===== src/core/cpm_pkg.sv =====
// Purpose: shared constants for the call-progress pwm output block
// Assumes: 250 MHz sys_clk, 8-bit register port
// Notes: register offsets, field positions, reset values and timing
package cpm_pkg;

  // ------------------------------------------------------------
  // register offsets
  // ------------------------------------------------------------
  localparam logic [7:0] CPM_ADDR_TONE_CTRL = 8'h01;
  localparam logic [7:0] CPM_ADDR_IRQ_PIN = 8'h02;
  localparam logic [7:0] CPM_ADDR_RX_GAIN = 8'h14;
  localparam logic [7:0] CPM_ADDR_TX_GAIN = 8'h15;
  localparam logic [7:0] CPM_ADDR_STATUS = 8'h30;

  // ------------------------------------------------------------
  // field positions and reset values
  // ------------------------------------------------------------
  localparam int CPM_MODE_LSB = 4;
  localparam int CPM_PWM_EN_BIT = 3;
  localparam int CPM_IRQ_EN_BIT = 0;
  localparam logic [1:0] CPM_MODE_RST = 2'h0;
  localparam logic CPM_PWM_EN_RST = 1'b0;
  localparam logic CPM_IRQ_EN_RST = 1'b0;
  localparam logic [7:0] CPM_GAIN_RST = 8'h00;

  // ------------------------------------------------------------
  // output encodings
  // ------------------------------------------------------------
  typedef enum logic [1:0] {
    CPM_MODE_DSM = 2'h0,
    CPM_MODE_RZ = 2'h1,
    CPM_MODE_BAL = 2'h2
  } cpm_mode_e;

  // ------------------------------------------------------------
  // timing
  // ------------------------------------------------------------
  localparam int CPM_CLK_HZ = 250_000_000;
  localparam int CPM_PWM_FREQ_HZ = 32_000;
  localparam int CPM_PWM_PERIOD_CYC = CPM_CLK_HZ / CPM_PWM_FREQ_HZ;

endpackage


===== src/core/cpm_encoder.sv =====
// Purpose: turns an unsigned level into one of three pin encodings
// Assumes: level is held by the caller between updates
// Notes: duty is latched at each period start so pulses never tear
`timescale 1ns/1ns
module cpm_encoder #(
  parameter int PERIOD_CYC = cpm_pkg::CPM_PWM_PERIOD_CYC
) (
  input wire logic sys_clk,
  input wire logic rst_n,
  input wire cpm_pkg::cpm_mode_e mode,
  input wire logic [15:0] level,
  output logic pwm_bit
);

  if (PERIOD_CYC < 2 || PERIOD_CYC > 65535) begin : g_chk
    $error("cpm_encoder: PERIOD_CYC out of range");
  end

  localparam logic [15:0] LAST = 16'(PERIOD_CYC - 1);
  localparam logic [31:0] PER32 = 32'(PERIOD_CYC);

  typedef struct packed {
    logic [15:0] cnt;
    logic [15:0] duty;
    logic [15:0] lo;
    logic [15:0] acc;
    logic bit_q;
  } cpm_enc_s;

  cpm_enc_s r_reg;
  cpm_enc_s r_next;
  logic [31:0] prod;
  logic [16:0] sum;

  // ------------------------------------------------------------
  // next state
  // ------------------------------------------------------------
  always_comb begin
    r_next = r_reg;
    prod = {16'h0000, level} * PER32;
    sum = {1'b0, r_reg.acc} + {1'b0, level};
    r_next.cnt = (r_reg.cnt == LAST) ? 16'h0000 : r_reg.cnt + 16'h0001;
    if (r_reg.cnt == LAST) begin
      r_next.duty = prod[31:16];
      r_next.lo = 16'((PER32 - {16'h0000, prod[31:16]}) >> 1);
    end
    // first-order delta-sigma: carry out is the bit stream
    r_next.acc = sum[15:0];
    case (mode)  // see RULE5
      cpm_pkg::CPM_MODE_RZ: r_next.bit_q = (r_reg.cnt < r_reg.duty);
      cpm_pkg::CPM_MODE_BAL: r_next.bit_q = (r_reg.cnt >= r_reg.lo) &&
                                            (r_reg.cnt < r_reg.lo + r_reg.duty);
      default: r_next.bit_q = sum[16];
    endcase
  end

  always_ff @(posedge sys_clk) begin
    if (!rst_n) begin
      r_reg <= '0;
    end else begin
      r_reg <= r_next;
    end
  end

  assign pwm_bit = r_reg.bit_q;
endmodule


===== src/core/cpm_call_progress_pwm.sv =====
// Purpose: call-progress monitor output, mixing scaled rx and tx audio
// Assumes: samples come from logic on sys_clk, no synchroniser needed
// Notes: pin is driven only while pwm is on and irq pin use is off
//
// Summary of operation
// RULE1 - software clears irq_output_enable, sets pwm_out_enable and writes mode 00 to use the pin; the code drives the pin in every mode.
// RULE2 - rx and tx contributions are each scaled linearly by their gain registers at 0x14 and 0x15.
// RULE3 - a gain of all zeros fully mutes that contribution.
// RULE4 - gains touch only the monitor output, never the line-side sample paths.
// RULE5 - mode bits 5:4 of register 0x01 pick delta-sigma, 32 kHz rz pwm or balanced pwm.
// RULE6 - after reset every register holds its default value.
// RULE7 - codes 01 and 10 select rz and balanced pwm; code 11 acts as 00.
//
// The implementer's own choice: the plain strobed port.
`timescale 1ns/1ns
module cpm_call_progress_pwm #(
  parameter int PERIOD_CYC = cpm_pkg::CPM_PWM_PERIOD_CYC
) (
  input wire logic sys_clk,
  input wire logic rst_n,
  input wire logic [7:0] reg_addr,
  input wire logic [7:0] reg_wdata,
  input wire logic reg_wr,
  input wire logic reg_rd,
  output logic [7:0] reg_rdata,
  input wire logic sample_valid,
  input wire logic signed [15:0] rx_sample,
  input wire logic signed [15:0] tx_sample,
  output logic signed [15:0] rx_line_data,
  output logic signed [15:0] tx_line_data,
  output logic call_progress_out,
  output logic call_progress_oe
);

  typedef struct packed {
    logic [1:0] mode;
    logic pwm_en;
    logic irq_en;
    logic [7:0] rx_gain;
    logic [7:0] tx_gain;
    logic [15:0] mix;
    logic [15:0] rx_line;
    logic [15:0] tx_line;
    logic [7:0] rdata;
    logic pin;
    logic pin_oe;
  } cpm_top_s;

  localparam cpm_top_s RST = '{
    mode: cpm_pkg::CPM_MODE_RST, pwm_en: cpm_pkg::CPM_PWM_EN_RST,
    irq_en: cpm_pkg::CPM_IRQ_EN_RST, rx_gain: cpm_pkg::CPM_GAIN_RST,
    tx_gain: cpm_pkg::CPM_GAIN_RST, default: '0};

  cpm_top_s r_reg;
  cpm_top_s r_next;
  cpm_pkg::cpm_mode_e enc_mode;
  logic enc_bit;
  logic pin_active;
  logic signed [24:0] rx_prod;
  logic signed [24:0] tx_prod;
  logic signed [25:0] sum;
  logic signed [17:0] scaled;

  // ------------------------------------------------------------
  // mixer and encoding select
  // ------------------------------------------------------------
  // linear scaling, gain/256 per path; zero gain yields zero product
  assign rx_prod = rx_sample * $signed({1'b0, r_reg.rx_gain});  // see RULE2 see RULE3
  assign tx_prod = tx_sample * $signed({1'b0, r_reg.tx_gain});  // see RULE2 see RULE3
  assign sum = 26'(rx_prod) + 26'(tx_prod);
  assign scaled = sum[25:8];

  always_comb begin
    case (r_reg.mode)  // see RULE7
      2'h1: enc_mode = cpm_pkg::CPM_MODE_RZ;
      2'h2: enc_mode = cpm_pkg::CPM_MODE_BAL;
      default: enc_mode = cpm_pkg::CPM_MODE_DSM;
    endcase
  end

  assign pin_active = r_reg.pwm_en && !r_reg.irq_en;  // see RULE1

  cpm_encoder #(
    .PERIOD_CYC(PERIOD_CYC)
  ) u_enc (
    .sys_clk(sys_clk),
    .rst_n(rst_n),
    .mode(enc_mode),
    .level(r_reg.mix ^ 16'h8000),
    .pwm_bit(enc_bit)
  );

  // ------------------------------------------------------------
  // next state
  // ------------------------------------------------------------
  always_comb begin
    r_next = r_reg;
    if (sample_valid) begin
      if (scaled > 18'sh07FFF) begin
        r_next.mix = 16'h7FFF;
      end else if (scaled < -18'sh08000) begin
        r_next.mix = 16'h8000;
      end else begin
        r_next.mix = scaled[15:0];
      end
      // line paths bypass the gains entirely
      r_next.rx_line = rx_sample;  // see RULE4
      r_next.tx_line = tx_sample;  // see RULE4
    end
    r_next.pin_oe = pin_active;
    r_next.pin = pin_active && enc_bit;
    if (reg_wr) begin
      case (reg_addr)
        cpm_pkg::CPM_ADDR_TONE_CTRL: begin
          r_next.mode = reg_wdata[cpm_pkg::CPM_MODE_LSB +: 2];  // see RULE5
          r_next.pwm_en = reg_wdata[cpm_pkg::CPM_PWM_EN_BIT];
        end
        cpm_pkg::CPM_ADDR_IRQ_PIN: r_next.irq_en = reg_wdata[cpm_pkg::CPM_IRQ_EN_BIT];
        cpm_pkg::CPM_ADDR_RX_GAIN: r_next.rx_gain = reg_wdata;  // see RULE2
        cpm_pkg::CPM_ADDR_TX_GAIN: r_next.tx_gain = reg_wdata;  // see RULE2
        default: r_next.mode = r_reg.mode;
      endcase
    end
    r_next.rdata = 8'h00;
    if (reg_rd) begin
      case (reg_addr)
        cpm_pkg::CPM_ADDR_TONE_CTRL: begin
          r_next.rdata[cpm_pkg::CPM_MODE_LSB +: 2] = r_reg.mode;
          r_next.rdata[cpm_pkg::CPM_PWM_EN_BIT] = r_reg.pwm_en;
        end
        cpm_pkg::CPM_ADDR_IRQ_PIN: r_next.rdata[cpm_pkg::CPM_IRQ_EN_BIT] = r_reg.irq_en;
        cpm_pkg::CPM_ADDR_RX_GAIN: r_next.rdata = r_reg.rx_gain;
        cpm_pkg::CPM_ADDR_TX_GAIN: r_next.rdata = r_reg.tx_gain;
        cpm_pkg::CPM_ADDR_STATUS: r_next.rdata = {6'h00, r_reg.pin, r_reg.pin_oe};
        default: r_next.rdata = 8'h00;
      endcase
    end
  end

  always_ff @(posedge sys_clk) begin
    if (!rst_n) begin
      r_reg <= RST;  // see RULE6
    end else begin
      r_reg <= r_next;
    end
  end

  assign reg_rdata = r_reg.rdata;
  assign rx_line_data = r_reg.rx_line;
  assign tx_line_data = r_reg.tx_line;
  assign call_progress_out = r_reg.pin;
  assign call_progress_oe = r_reg.pin_oe;
endmodule


===== config.mk =====
export PLATFORM = sky130hd
export DESIGN_NAME = cpm_call_progress_pwm
export DESIGN_NICKNAME = d
export VERILOG_FILES = /design/src/core/cpm_pkg.sv /design/src/core/cpm_encoder.sv /design/src/core/cpm_call_progress_pwm.sv
export SDC_FILE = /design/constraint.sdc
export NUM_CORES = 1
export LEC_CHECK = 0
export ABC_AREA = 1
export BUFFER_PORTS_ARGS = -buffer_cell sky130_fd_sc_hd__buf_2
export CAP_MARGIN = 20
export CORE_MARGIN = 2
export CORE_UTILIZATION = 61
export CTS_CLUSTER_DIAMETER = 40
export CTS_CLUSTER_SIZE = 30
export DETAILED_ROUTE_END_ITERATION = 8
export PLACE_DENSITY_LB_ADDON = 0.1
export SETUP_SLACK_MARGIN = 0.3
export SYNTH_ARGS = -nofsm -noshare
export SYNTH_HDL_FRONTEND = slang
export SYNTH_SLANG_ARGS = --single-unit
export TNS_END_PERCENT = 1

===== constraint.sdc =====
create_clock -name sys_clk -period 6.8 [get_ports sys_clk]
set_clock_uncertainty 0.1 [all_clocks]
set_input_delay 0.34 -clock sys_clk [delete_from_list [all_inputs] [get_ports sys_clk]]
set_output_delay 0.34 -clock sys_clk [all_outputs]
set_load 0.01 [all_outputs]

# Yosys cells after proc, flatten, opt, wreduce, memory -nomap -nowiden
# Cells that the tools add are included.
[op_classes] add_sub_neg=5 n_mul=3 div=0 order_cmp=5 n_eq_ne=10 shift=0 mux=8 bitwise_logic=2 n_reduce_logical=10
[ops] operator="$mul A16 B9 Y25" count=2
[ops] operator="$mux W16" count=2
[ops] operator="$mul A16 B11 Y27 const B" count=1
[ops] operator="$add A25 B25 Y26" count=1
[ops] operator="$gt A18 B16 Y1 const B" count=1
[ops] operator="$lt A18 B16 Y1 const B" count=1
[ops] operator="$add A16 B16 Y17" count=1
[ops] operator="$add A16 B1 Y16 const B" count=1
[ops] operator="$add A16 B13 Y16" count=1
[ops] operator="$eq A16 B13 Y1 const B" count=1
[ops] operator="$eq A8 B5 Y1 const B" count=2
[ops] operator="$ge A16 B16 Y1" count=1
[ops] operator="$lt A16 B13 Y1" count=1
[ops] operator="$lt A16 B16 Y1" count=1
[ops] operator="$sub A13 B13 Y14 const A" count=1
[ops] operator="$reduce_and A2 Y1" count=5
[ops] operator="$pmux W3 S3" count=1
[ops] operator="$eq A8 B1 Y1 const B" count=1
[ops] operator="$eq A8 B2 Y1 const B" count=1
[ops] operator="$eq A8 B6 Y1 const B" count=1
[ops] operator="$pmux W2 S2" count=2
[ops] operator="$pmux W2 S3" count=1
[ops] operator="$eq A2 B1 Y1 const B" count=2
[ops] operator="$eq A2 B2 Y1 const B" count=2
[ops] operator="6 further kinds" count=9
[totals] reg_bits=140 latchBits=0 ramBits=0 romBits=0 output_inout_bits=42 wordCells=59 n_memories=0

# Depth between registers and ports, before layout
[depth] ltp_word=5 mapped_depth=30 ltp_nobuf=28

# Cells and area by module
# Synthesis repeated with hierarchy kept, for this count alone.
[hier_totals] hier_cells=2846 hier_area_um2=21511.9
[modules_own_cells] module="cpm_call_progress_pwm" instances=1 cells_each=1799 area_each_um2=13565.5
[modules_own_cells] module="cpm_encoder" instances=1 cells_each=1047 area_each_um2=7946.4

# Worst setup path after synthesis
# OpenSTA, ideal clock, no wires.
[synth_timing] kind="register to register" start="register r_reg[63] (netlist bit)" end="register r_reg[49] (netlist bit)" setup_time_ns=0.119 t_arrival_ns=5.868 required_time_ns=6.581 path_slack_ns=0.713 path_stages_with_launch=26 path_buffers=3 synth_period_minus_slack_ns=6.087 cell_sequence="dfxtp_1 > clkbuf_1 > clkbuf_1 > nand2_1 > fa_1 > inv_1 > fa_1 > fa_1 > fa_1 > fa_1 > inv_1 > fa_1 > inv_1 > ha_1 > nand2_1 > nor2_1 > inv_1 > nor4_2 > nand2_2 > nand2_2 > nand2_1 > nand2_4 > buf_12 > a21oi_2 > nor2_2 > nor2_2"
[synth_via] elab_chain_len=5 elab_cells_between_ends=6 classes_between="add/sub (1); mul (1); order compare (2); mux (2)"
[synth_lines] item="start: declaration" line_no="cpm_call_progress_pwm.sv:54" source="cpm_top_s r_reg;"
[synth_lines] item="start signal: assignment" line_no="cpm_call_progress_pwm.sv:144" source="r_reg <= r_next;"
[synth_lines] item="$mul A16 B9 Y25 (*)" line_no="cpm_call_progress_pwm.sv:69" source="assign tx_prod = tx_sample * $signed({1'b0, r_reg.tx_gain});"
[synth_lines] item="$add A25 B25 Y26 (*)" line_no="cpm_call_progress_pwm.sv:70" source="assign sum = 26'(rx_prod) + 26'(tx_prod);"
[synth_lines] item="$lt A18 B16 Y1" line_no="cpm_call_progress_pwm.sv:101" source="end else if (scaled < -18'sh08000) begin"
[synth_lines] item="$mux W16" line_no="cpm_call_progress_pwm.sv:101"
[synth_lines] item="$mux W16 (*)" line_no="cpm_call_progress_pwm.sv:99" source="if (scaled > 18'sh07FFF) begin"
# Every way passes the cells marked *; elsewhere a longest branch is shown, timed or not.
# A chain may end at the register's enable or synchronous reset.

# Worst setup path in the final report
[layout_timing] start="register r_reg[71] (netlist bit)" end="register r_reg[44] (netlist bit)"
[layout_via] elab_chain_len=5 elab_cells_between_ends=6 classes_between="add/sub (1); mul (1); order compare (2); mux (2)"
[layout_lines] item="$mul A16 B9 Y25 (*)" line_no="cpm_call_progress_pwm.sv:68" source="assign rx_prod = rx_sample * $signed({1'b0, r_reg.rx_gain});"
[layout_lines] item="$add A25 B25 Y26 (*)" line_no="cpm_call_progress_pwm.sv:70"
[layout_lines] item="$lt A18 B16 Y1" line_no="cpm_call_progress_pwm.sv:101"
[layout_lines] item="$mux W16" line_no="cpm_call_progress_pwm.sv:101"
[layout_lines] item="$mux W16 (*)" line_no="cpm_call_progress_pwm.sv:99"
# Marks and branches as above.

==> impl_metrics.env <==
export IMPL_status="finished, final reports clean"
export IMPL_yosysWarnings=0
export IMPL_routabilityCongestion=0.955
export IMPL_powerDensity_nw_per_um2=136
export IMPL_tightest_slew_ps=834
export IMPL_hold_violations=0
export IMPL_h_tree_depth=4
export IMPL_final_cell_area_um2=22300
export IMPL_use_met2=0.545
export IMPL_use_met1=0.373
export IMPL_rows=68
export IMPL_syn_area_um2=21200
export IMPL_ant_nets=0
export IMPL_worstPathMaxFanout=16
export IMPL_mostFrequentLayoutCells="inv_1, nand2_1, fa_1, ha_1, nor2_1"
export IMPL_synth_nets=3394
export IMPL_use_met3=0.0449
export IMPL_drv_slew=0
export IMPL_ys_seq_area_frac=0.129
export IMPL_cp_arrival_ps=6480
export IMPL_antenna_found_initial=0
export IMPL_path_cells="buf_4 -> nand2_1 -> fa_1 -> fa_1 -> fa_1 -> inv_1 -> fa_1 -> fa_1 -> inv_1 -> fa_1 -> inv_1 -> ha_1 -> nand2_1 -> inv_1 -> a21oi_1 -> o21bai_1 -> a21oi_2 -> nand2_2 -> nand2_1 -> nand2_4 -> a21oi_1 -> nor2_1 -> nor2_1"
export IMPL_root_buffer="clkbuf_16"
export IMPL_syn_mean_instance_area_um2=7.56
export IMPL_grt_pass1_wl_um=87400
export IMPL_routed_wirelength_um=52900
export IMPL_ys_ff_latch=137
export IMPL_dpl_hpwl_um=43700
export IMPL_maxCapViolations=0
export IMPL_cp_common_cell="fa_1"
export IMPL_fin_crit_ps=6190
export IMPL_cts_made_buffers=17
export IMPL_diodes=0
export IMPL_startpoint_type="register"
export IMPL_final_layout_size_suffix_gt1_frac=0.0887
export IMPL_synthesis_instances=2803
export IMPL_largest_register_ffs=58
export IMPL_io_buffers=94
export IMPL_grt_max_degree=79
export IMPL_rsz0062_at_grt="false"
export IMPL_dr_total_vias=17400
export IMPL_power_total_mw=3.03
export IMPL_start_util=0.617
export IMPL_busiest_layer="met2"
export IMPL_die_y_um=190
export IMPL_cts_hold_buf=0
export IMPL_crit_buf_inv=5
export IMPL_crit_family="adder cells"
export IMPL_synth_edff_count=0
export IMPL_numClockSinks=137
export IMPL_die_area_um2=36200
export IMPL_drc=0
export IMPL_initialDrtViolationCount=924
export IMPL_first_global_vias=17800
export IMPL_clk_pin_slew_worst_paths_ps=70
export IMPL_endpoint_kind="register"
export IMPL_setup_violations=0
export IMPL_hp_class="in -> reg"
export IMPL_slew_headroom=0.443
export IMPL_synthFlopType="dfxtp_1"
export IMPL_grt_use_total=0.308
export IMPL_fmax_mhz=162
export IMPL_fin_nets=3395
export IMPL_setup_tns_final_ps=0
export IMPL_cp_slowest_cell="dfxtp_1"
export IMPL_clk_insertion_delay_late_ps=460
export IMPL_area_growth_pct=5.16
export IMPL_coreArea_um2=34400
export IMPL_leakagePower_nw=12.5
export IMPL_cts_tree="yes"
export IMPL_timing_final_crit_share=0.910
export IMPL_final_common_cell="inv_1"
export IMPL_critPathRequiredTime_ps=7090
export IMPL_synth_cell_type_count=56
export IMPL_first_pass_iters=5
export IMPL_io_pins=95
export IMPL_max_stage_delay_ps=600
export IMPL_wl_per_cell_um=16.2
export IMPL_ir_worst_vdd_uv=167
export IMPL_critPathKind="reg -> reg"
export IMPL_viasPerCell=5.32
export IMPL_cts_buffer_depth=2
export IMPL_synthArstFlopShare=0
export IMPL_chipWidth_um=190
export IMPL_dpl_cell_area_um2=21700
export IMPL_grt_overflow=0
## final timing paths
| path | depth (start not counted) | start | endpoint | slack (ps) |
|---|---|---|---|---|
| max | 23 | r_reg[71]$_SDFFE_PN0P_ | r_reg[44]$_SDFFE_PN0P_ | 610 |
| min | 3 | reg_wdata[7] | r_reg[73]$_SDFFE_PN0P_ | 40 |
| max reg2reg | 23 | r_reg[71]$_SDFFE_PN0P_ | r_reg[44]$_SDFFE_PN0P_ | 610 |
| min reg2reg | 1 | r_reg[74]$_SDFFE_PN0P_ | call_progress_oe$_SDFF_PN0_ | 360 |
## cell type report
cell class / count / area [um^2]
inverters: 709 / 2660
well taps: 455 / 569
repair buffers: 115 / 636
fillers: 3092 / 12100
clock inverters: 14 / 136
flip-flops and latches: 137 / 2750
clock buffers: 18 / 439
multi-input cells: 1824 / 15100
## tightest hold or removal path: cells and delay by family
family                 cells  cell delay [ps]
and+or+nand+nor            2              130
buffers and inverters      1               90
## power by group
group          total, mW  switching (mW)  internal (mW)
Combinational       1.20           0.798          0.402
Sequential         0.873          0.0361          0.837
Clock              0.962           0.441          0.521
## timing repair
action	in CTS	in global routing
endpoints found under the setup margin	0	16
setup buffers	0	2
gates resized for setup	0	15
## per-stage QoR
stage / utilization / hold WS (ps) / setup WS [ps] / instances
after global routing: 0.648 / 49.8 / 313 / 3272
after detailed placement: 0.630 / 341 / 402 / 3238
after floorplan: - / 307 / 713 / 2803
final: 0.648 / 42.5 / 609 / 3272
after global placement: 0.630 / 321 / 445 / 3238
after CTS: 0.647 / 27.5 / 381 / 3270
## metal layers
metal	routed length, um	share of wire	vias to the layer above
li1	-	-	8410
met1	21500	0.41	8422
met2	26600	0.50	450
met3	2600	0.049	126
met4	2200	0.042	0
met5	0	0	-
## cells by family after synthesis
kind of cell | Yosys count | synth area share
AOI/OAI and AO/OA | 331 | 0.0883
xor gates and xnor gates | 39 | 0.0168
adders and majority gates | 538 | 0.423
buffers and inverters | 842 | 0.159
DFF | 137 | 0.129
and+or+nand+nor | 916 | 0.183
## synthesized netlist by cell type (5+ instances only)
library cell	number	area share
o21ai_0	112	0.026
nand3_1	71	0.017
nand3_2	6	0.0028
nor2_1	175	0.031
buf_2	7	0.0017
dfxtp_1	137	0.13
xnor2_1	15	0.0062
xor2_1	22	0.0091
buf_4	42	0.015
ha_1	240	0.14
o211ai_1	11	0.0039
a31oi_1	7	0.0021
inv_1	697	0.12
o22ai_1	12	0.0035
nand4_1	21	0.0062
a21oi_1	131	0.031
inv_2	10	0.0018
nand2_1	550	0.097
clkbuf_1	79	0.014
nor2_2	22	0.0065
o21bai_1	9	0.0032
a211oi_1	6	0.0021
nor4_1	7	0.0021
o21ai_1	6	0.0014
fa_1	298	0.28
a21oi_2	14	0.0058
nor3_1	22	0.0052
o21a_1	6	0.0021
a21o_1	5	0.0018
nand2_2	19	0.0056
Power figures use the tool's default switching activity.
